$ cat config.mk
export PLATFORM = sky130hd
export DESIGN_NAME = imp_irq_map
export DESIGN_NICKNAME = d
export VERILOG_FILES = /design/src/imp_pkg.sv /design/src/imp_irq_map.sv
export SDC_FILE = /design/constraint.sdc
export NUM_CORES = 1
export LEC_CHECK = 0
export BUFFER_PORTS_ARGS = -buffer_cell sky130_fd_sc_hd__buf_2
export CAP_MARGIN = 10
export CELL_PAD_IN_SITES_DETAIL_PLACEMENT = 2
export CELL_PAD_IN_SITES_GLOBAL_PLACEMENT = 2
export CORE_MARGIN = 2
export CORE_UTILIZATION = 28
export DETAILED_ROUTE_END_ITERATION = 6
export GPL_TIMING_DRIVEN = 0
export PLACE_DENSITY_LB_ADDON = 0.1
export SLEW_MARGIN = 20
export SYNTH_ARGS = -nofsm -noshare
export SYNTH_HDL_FRONTEND = slang
export SYNTH_SLANG_ARGS = --single-unit
export TNS_END_PERCENT = 100
$ cat constraint.sdc
create_clock -name sys_clk_in -period 26.5 [get_ports sys_clk_in]
set_input_delay 1.325 -clock sys_clk_in [delete_from_list [all_inputs] [get_ports sys_clk_in]]
set_output_delay 1.325 -clock sys_clk_in [all_outputs]
set_load 0.1 [all_outputs]
$ cat src/imp_pkg.sv
// Package with constants and types for the interrupt map and priority block
package imp_pkg;
    localparam int NUM_IRQ = 27;            // Mapped IRQ lines 0..26
    localparam int IRQ_W = 32;              // Width of the request vector toward the core
    localparam int PRIO_W = 2;              // Four priority levels
    localparam int NUM_PRIO_REGS = 7;       // priority_regs 0..6
    localparam int IDX_W = 3;
    localparam int VEC_W = 6;
    localparam int FIELD_BASE = 6;          // Field start = 8 * (irq mod 4) + 6
    localparam int FIELD_STRIDE = 8;
    localparam int IRQS_PER_REG = 4;
    localparam logic [VEC_W-1:0] IRQ_VEC_BASE = 6'h10;
    localparam logic [31:0] VEC_TABLE_BASE = 32'h0000_0040;
    localparam logic [31:0] VEC_ENTRY_BYTES = 32'h0000_0004;
    // Core exception vectors
    localparam logic [VEC_W-1:0] VEC_NMI = 6'h02;
    localparam logic [VEC_W-1:0] VEC_HARD_FAULT = 6'h03;
    localparam logic [VEC_W-1:0] VEC_SUPERVISOR_CALL = 6'h0b;
    localparam logic [VEC_W-1:0] VEC_PENDABLE_SERVICE_REQUEST = 6'h0e;
    localparam logic [VEC_W-1:0] VEC_SYSTEM_TICK_TIMER = 6'h0f;
    localparam logic [VEC_W-1:0] VEC_NONE = 6'h00;
    localparam logic [31:0] PRIO_RESET = 32'h0000_0000;
    localparam logic [PRIO_W:0] PRIO_NONE = 3'h4;
    // Power modes, ordered from lightest to deepest
    localparam logic [2:0] MODE_RUN = 3'h0;
    localparam logic [2:0] MODE_WAIT = 3'h1;
    localparam logic [2:0] MODE_STOP = 3'h2;
    localparam logic [2:0] MODE_VERY_LOW_POWER_STOP = 3'h3;
    localparam logic [2:0] MODE_LOW_LEAK_STOP = 3'h4;
    localparam logic [2:0] MODE_VERY_LOW_LEAK_STOP = 3'h5;

    // Peripheral request lines, all on the core clock
    typedef struct packed {
        logic [3:0] dma_done;
        logic flash_controller;
        logic power_monitor_lvd;
        logic power_monitor_lvw;
        logic low_leak_wakeup_unit;
        logic [1:0] i2c;
        logic [1:0] spi;
        logic [2:0] uart;
        logic adc;
        logic analog_comparator;
        logic [2:0] timer_module;
        logic rtc_alarm;
        logic rtc_seconds;
        logic periodic_timer;
        logic audio_serial;
        logic usb;
        logic dac;
        logic touch_sense_unit;
    } imp_src_t;

    // Core exception requests
    typedef struct packed {
        logic hard_fault;
        logic supervisor_call;
        logic pendable_service_request;
        logic system_tick_timer;
    } imp_core_exc_t;

    // Register port request
    typedef struct packed {
        logic wr;
        logic rd;
        logic [IDX_W-1:0] idx;
        logic [31:0] wdata;
    } imp_reg_req_t;

    // Whole state of the block
    typedef struct packed {
        logic [NUM_IRQ-1:0][PRIO_W-1:0] prio;
        logic nmi_meta;
        logic nmi_sync;
        logic [IRQ_W-1:0] irq_lines;
        logic nmi_req;
        logic wake;
        logic take_valid;
        logic [VEC_W-1:0] take_vec;
        logic [PRIO_W-1:0] take_prio;
        logic [VEC_W-1:0] stacked_vec;
        logic [31:0] stacked_addr;
        logic [31:0] rdata;
    } imp_state_t;
endpackage

$ cat src/imp_irq_map.sv
// Interrupt line map, priority registers, NMI gating and vector selection
`timescale 1ns/1ps

module imp_irq_map (
    input wire logic sys_clk_in,
    input wire logic nrst_in,
    input wire imp_pkg::imp_src_t src_in,
    input wire imp_pkg::imp_core_exc_t core_exc_in,
    input wire logic nmi_pin_n_in,
    input wire logic nmi_pin_func_in,
    input wire logic [2:0] power_mode_in,
    input wire logic exc_take_in,
    input wire imp_pkg::imp_reg_req_t reg_in,
    output logic [31:0] reg_rdata_out,
    output logic [imp_pkg::IRQ_W-1:0] irq_lines_out,
    output logic nmi_req_out,
    output logic wake_out,
    output logic exc_valid_out,
    output logic [imp_pkg::VEC_W-1:0] exc_vec_out,
    output logic [imp_pkg::PRIO_W-1:0] exc_prio_out,
    output logic [imp_pkg::VEC_W-1:0] stacked_vec_out,
    output logic [31:0] stacked_addr_out
);
    imp_pkg::imp_state_t state_reg;
    imp_pkg::imp_state_t state_next;

    // Register index holding an IRQ's field
    function automatic int prio_reg_of(input int irq);
        return irq / imp_pkg::IRQS_PER_REG;
    endfunction

    // Bit position of an IRQ's field in its register
    function automatic int field_pos_of(input int irq);
        return imp_pkg::FIELD_STRIDE * (irq % imp_pkg::IRQS_PER_REG)
            + imp_pkg::FIELD_BASE;
    endfunction

    // Vector number of an IRQ
    function automatic logic [imp_pkg::VEC_W-1:0] vec_of(input int irq);
        return imp_pkg::IRQ_VEC_BASE + imp_pkg::VEC_W'(irq);
    endfunction

    // Peripheral sources onto IRQ numbers
    function automatic logic [imp_pkg::IRQ_W-1:0] map_lines(input imp_pkg::imp_src_t s);
        logic [imp_pkg::IRQ_W-1:0] m;
        m = '0;
        m[3:0] = s.dma_done;
        m[4] = 1'b0;
        m[5] = s.flash_controller;
        m[6] = s.power_monitor_lvd | s.power_monitor_lvw;
        m[7] = s.low_leak_wakeup_unit;
        m[9:8] = s.i2c;
        m[11:10] = s.spi;
        m[14:12] = s.uart;
        m[15] = s.adc;
        m[16] = s.analog_comparator;
        m[19:17] = s.timer_module;
        m[20] = s.rtc_alarm;
        m[21] = s.rtc_seconds;
        m[22] = s.periodic_timer;
        m[23] = s.audio_serial;
        m[24] = s.usb;
        m[25] = s.dac;
        m[26] = s.touch_sense_unit;
        return m;
    endfunction

    // Next-state logic
    always_comb begin
        logic [imp_pkg::PRIO_W:0] best_prio;
        logic [imp_pkg::VEC_W-1:0] best_vec;
        logic [31:0] rd_word;
        logic any_req;
        best_prio = imp_pkg::PRIO_NONE;
        best_vec = imp_pkg::VEC_NONE;
        rd_word = '0;
        any_req = 1'b0;
        state_next = state_reg;

        // Pin synchroniser and NMI gating
        state_next.nmi_meta = nmi_pin_n_in;
        state_next.nmi_sync = state_reg.nmi_meta;
        state_next.nmi_req = nmi_pin_func_in & ~state_reg.nmi_sync;

        // Request lines, reserved ones held low
        state_next.irq_lines = map_lines(src_in);

        // Priority register writes, only field bits stored
        for (int i = 0; i < imp_pkg::NUM_IRQ; i++) begin
            if (reg_in.wr && 32'(reg_in.idx) == 32'(prio_reg_of(i))) begin
                state_next.prio[i] = reg_in.wdata[field_pos_of(i) +: imp_pkg::PRIO_W];
            end
        end

        // Priority register reads, other bits zero
        for (int i = 0; i < imp_pkg::NUM_IRQ; i++) begin
            if (32'(reg_in.idx) == 32'(prio_reg_of(i))) begin
                rd_word[field_pos_of(i) +: imp_pkg::PRIO_W] = state_reg.prio[i];
            end
        end
        if (reg_in.rd) begin
            state_next.rdata = rd_word;
        end

        // Lowest field value wins, then lowest IRQ number
        for (int i = 0; i < imp_pkg::NUM_IRQ; i++) begin
            if (state_reg.irq_lines[i] && {1'b0, state_reg.prio[i]} < best_prio) begin
                best_prio = {1'b0, state_reg.prio[i]};
                best_vec = vec_of(i);
            end
        end

        // Core exceptions ahead of peripheral lines
        if (core_exc_in.system_tick_timer) begin
            best_vec = imp_pkg::VEC_SYSTEM_TICK_TIMER;
            best_prio = '0;
        end
        if (core_exc_in.pendable_service_request) begin
            best_vec = imp_pkg::VEC_PENDABLE_SERVICE_REQUEST;
            best_prio = '0;
        end
        if (core_exc_in.supervisor_call) begin
            best_vec = imp_pkg::VEC_SUPERVISOR_CALL;
            best_prio = '0;
        end
        if (core_exc_in.hard_fault) begin
            best_vec = imp_pkg::VEC_HARD_FAULT;
            best_prio = '0;
        end
        if (state_reg.nmi_req) begin
            best_vec = imp_pkg::VEC_NMI;
            best_prio = '0;
        end

        state_next.take_valid = (best_prio != imp_pkg::PRIO_NONE);
        state_next.take_vec = best_vec;
        state_next.take_prio = best_prio[imp_pkg::PRIO_W-1:0];

        // Vector captured for the stack on service
        if (exc_take_in && state_reg.take_valid) begin
            state_next.stacked_vec = state_reg.take_vec;
            state_next.stacked_addr = 32'(state_reg.take_vec) * imp_pkg::VEC_ENTRY_BYTES;
        end

        // Wake-up only in modes down to very-low-power stop
        any_req = (|state_reg.irq_lines) | state_reg.nmi_req;
        state_next.wake = any_req && power_mode_in != imp_pkg::MODE_RUN
            && power_mode_in <= imp_pkg::MODE_VERY_LOW_POWER_STOP;
    end

    // State register with synchronous reset
    always_ff @(posedge sys_clk_in) begin
        if (!nrst_in) begin
            state_reg <= '0;
            state_reg.prio <= '{default: imp_pkg::PRIO_W'(imp_pkg::PRIO_RESET)};
            state_reg.nmi_meta <= 1'b1;
            state_reg.nmi_sync <= 1'b1;
        end else begin
            state_reg <= state_next;
        end
    end

    // Outputs straight from the state register
    assign reg_rdata_out = state_reg.rdata;
    assign irq_lines_out = state_reg.irq_lines;
    assign nmi_req_out = state_reg.nmi_req;
    assign wake_out = state_reg.wake;
    assign exc_valid_out = state_reg.take_valid;
    assign exc_vec_out = state_reg.take_vec;
    assign exc_prio_out = state_reg.take_prio;
    assign stacked_vec_out = state_reg.stacked_vec;
    assign stacked_addr_out = state_reg.stacked_addr;
endmodule

==> key figures <==
Clock network
  • Clk buf depth: 2
  • H-Tree Depth: 3
  • CTS tree: yes
  • Total CTS buffers: 9
  • Worst-path clk slew: 0.09 ns
  • CTS Hold Buffers Added: 0
  • CTS Sinks: 107
  • Worst skew pair latency: 0.37 ns
  • Root buf cell: clkbuf_16

Place
  • Post-DP Area: 9100 µm²
  • PortBufs: 108
  • Hpwl dp: 22,900 µm
  • Placed insts: 1,571
  • RePlAce Congestion: 0.842

Layout
  • Largest register FFs: 55
  • ANT cells: 0
  • Seq. cell area: 2150 µm²
  • Non-Filler Instances: 1,762
  • Share of cells above drive strength 1: 43.6%
  • Filler instances: 3,235
  • Layout area overhead: 50.7%
  • Final net count: 1,480
  • Fin area: 11,900 µm²
  • Area of the multi-input gates: 5980 µm²

Global routing
  • Vias in the first global route: 8,838
  • GRT overflow: 0
  • Total GRT Usage: 22.4%
  • Largest net degree at the start of global routing: 20
  • Initial antenna violation count: 0
  • First-pass GRT wire length: 50,900 µm

Routing
  • WL per Instance: 20.9 µm
  • Via density per instance: 5.02
  • DR vias: 8,844
  • First DRT Iteration DRCs: 390
  • DRC: 0
  • 1st-pass router iterations: 4
  • Routed WL: 36,900 µm
  • Post-route ant nets: 0

Setup path
  • Cell count of the worst reg-to-reg path: 160
  • Critical Path End Type: register
  • Worst-path fanout max: 5
  • FF-to-FF End: exc_vec_out[5]
  • Worst Path Required: 26.75 ns
  • FF-to-FF Start: irq_lines_out[0]
  • Critical-path top delay cell: ha_2
  • Critical Path Max Stage Delay: 0.39 ns
  • Top cell by count, worst path: ha_4
  • CP Launch Type: register
  • R2R Setup Slk: -0.34 ns
  • Crit Path Class: register to register
  • Critical Path AT: 27.09 ns

Die
  • Starting density of the core: 28.4%
  • Die span in x: 172 µm
  • # rows: 61
  • Floorplan core area: 27,800 µm²
  • Num ports: 189
  • Area of the die: 29,500 µm²
  • Chip height: 172 µm

Outcome
  • Status: finished, violations left
  • Failing checks: negative setup slack

Timing
  • Slew Limit Fails: 0
  • Post-route setup TNS: -2.08 ns
  • Crit share post-route: 101%
  • Final Setup Violations: 8
  • Fin. Hold Viols: 0
  • RSZ-0062 raised after global routing: yes
  • Max Fclk: 37.3 MHz
  • Final setup margin: -0.336 ns
  • Worst Tran Pin Value: 0.984 ns
  • Slew headroom: 33.9%
  • Skew final: 0.0127 ns
  • Final Critical Period: 26.84 ns

Logic synthesis
  • EDFF count, synth: 0
  • Unique masters post-synth: 84
  • Post-synth top flop: dfxtp_1
  • Post-Syn Area: 7880 µm²
  • Syn Area/Cell: 7.65 µm²
  • Post-synthesis sequential area ratio: 27.2%
  • Ys async rst share: 0%
  • Yosys reg bits: 107
  • Synthesized instance count: 1,030
  • Ys Warns: 0

Min path
  • Hold Path End: state_reg[113]
  • Hold Startpoint: state_next[113]
  • WHS Path Cells: 1
  • HP Class: register to register

Power
  • Pwr/cell area: 60.4 nW/µm²
  • Static leakage: 5.04 nW
  • Worst VDD drop: 27.2 µV
  • Total power: 0.000717 W

Run
  • Max Cap Viol: 0
[cell usage after synthesis (7+ instances only)]
cell / instances / area [µm²]
a211oi_1: 12 / 90.1
a21boi_0: 60 / 450
a21o_1: 15 / 113
a21oi_1: 54 / 270
and2_1: 36 / 225
buf_4: 110 / 826
clkbuf_1: 27 / 101
dfxtp_1: 107 / 2140
ha_1: 25 / 313
inv_1: 25 / 93.8
mux2i_1: 24 / 240
nand2_1: 149 / 559
nand2b_1: 27 / 169
nand3_1: 32 / 160
nor2_1: 73 / 274
nor2b_1: 21 / 131
nor3_1: 14 / 70.1
o211ai_1: 7 / 52.6
o21a_1: 10 / 75.1
o21ai_0: 56 / 280
[layout by cell type (no fill, tap or decap), drive strengths merged, types with 4 or more instances in the layout]
| cell | instances |
|---|---|
| buf | 399 |
| nand2 | 149 |
| dfxtp | 107 |
| nor2 | 73 |
| o21ai | 62 |
| a21boi | 61 |
| conb | 56 |
| a21oi | 56 |
| and2 | 38 |
| clkbuf | 37 |
| nand3 | 32 |
| inv | 29 |
| nand2b | 27 |
| ha | 25 |
| mux2i | 24 |
| nor2b | 21 |
| a21o | 15 |
| a211oi | 15 |
| nor3 | 14 |
| o21a | 10 |
| or2 | 10 |
| or3 | 8 |
| o211ai | 7 |
| a31o | 6 |
| nor4 | 6 |
| o31ai | 6 |
| a31oi | 6 |
| o22ai | 6 |
| nor3b | 6 |
| nand4 | 5 |
| o31a | 5 |
| a2111oi | 4 |
| o2111ai | 4 |
[stage by stage]
step	util, %	hold slack, ns	worst slack (ns)
4_1_cts	39.4	0.428	0.0148
3_3_place_gp	32.8	0.395	-5.46
5_1_grt	42.8	0.451	-1.58
6_report	42.8	0.424	-0.336
2_1_floorplan	-	0.386	0.508
3_5_place_dp	32.8	0.406	-5.79
[routing by layer]
layer | share of wire, % | GRT usage (%) | up-vias
met2 | 50 | 38.2 | 198
met5 | 0 | 0 | -
li1 | - | - | 4184
met3 | 3.7 | 2.67 | 49
met4 | 2.6 | 5.74 | 0
met1 | 44 | 30.0 | 4413
[report_power, final]
group / leakage (nW) / switching, W / internal [W] / total [W]
sequential: 0.877 / 0.00000870 / 0.000167 / 0.000175
combinational: 4.01 / 0.000223 / 0.000166 / 0.000389
clock: 0.154 / 0.0000743 / 0.0000783 / 0.000153
total: 5.04 / 0.000306 / 0.000410 / 0.000717
[critical path, delay by kind of cell (launching register included)]
family,cells,cell delay [ns]
AO/OA/AOI/OAI,68,10.83
adder cells (fa/ha/maj),24,6.32
buffers and inverters,16,1.72
flip-flops,1,0.38
multiplexers,3,0.95
AND/OR/NAND/NOR,49,6.40
[final cells by class]
type	count	area share (%)
multi-input cells	809	50.4
clock buffers	10	2.01
repair buffers	284	15.9
plain buffers	142	8.19
well taps	378	3.98
flip-flops and latches	107	18.1
clock inverters	6	0.653
inverters	26	0.822
[worst max path at each step]
| stage | start | end | slack, ns | cells after the start |
|---|---|---|---|---|
| 3_5_place_dp | irq_lines_out[0] | exc_vec_out[5] | -5.79 | 150 |
| 6_report | irq_lines_out[0] | exc_vec_out[5] | -0.34 | 160 |
| 5_1_grt | state_reg[116] | exc_vec_out[5] | -1.58 | 156 |
| 4_1_cts | irq_lines_out[0] | exc_vec_out[5] | 0.01 | 158 |
| 2_1_floorplan | irq_lines_out[0] | exc_vec_out[5] | 0.51 | 150 |
| 3_3_place_gp | irq_lines_out[0] | exc_vec_out[5] | -5.46 | 149 |
[kinds of logic (layout without fill, tap and decap cells)]
| logic type | Yosys count | in the layout | synth area share (%) |
|---|---|---|---|
| fa+ha+maj | 25 | 25 | 3.97 |
| flops | 107 | 107 | 27.2 |
| buf+inv | 169 | 468 | 13.6 |
| mux | 26 | 26 | 3.48 |
| compound gates | 302 | 302 | 27.2 |
| simple gates | 400 | 400 | 24.5 |
| other cells | 1 | 56 | 0.0476 |
[repair_timing]
item | in CTS | in global routing
gates resized for setup | 144 | 110
endpoints found under the setup margin | 9 | 9
pin swaps | 75 | 103
setup buffers | 121 | 55
hold endpoints to repair | 0 | 0
(Power assumes the default switching activity.)
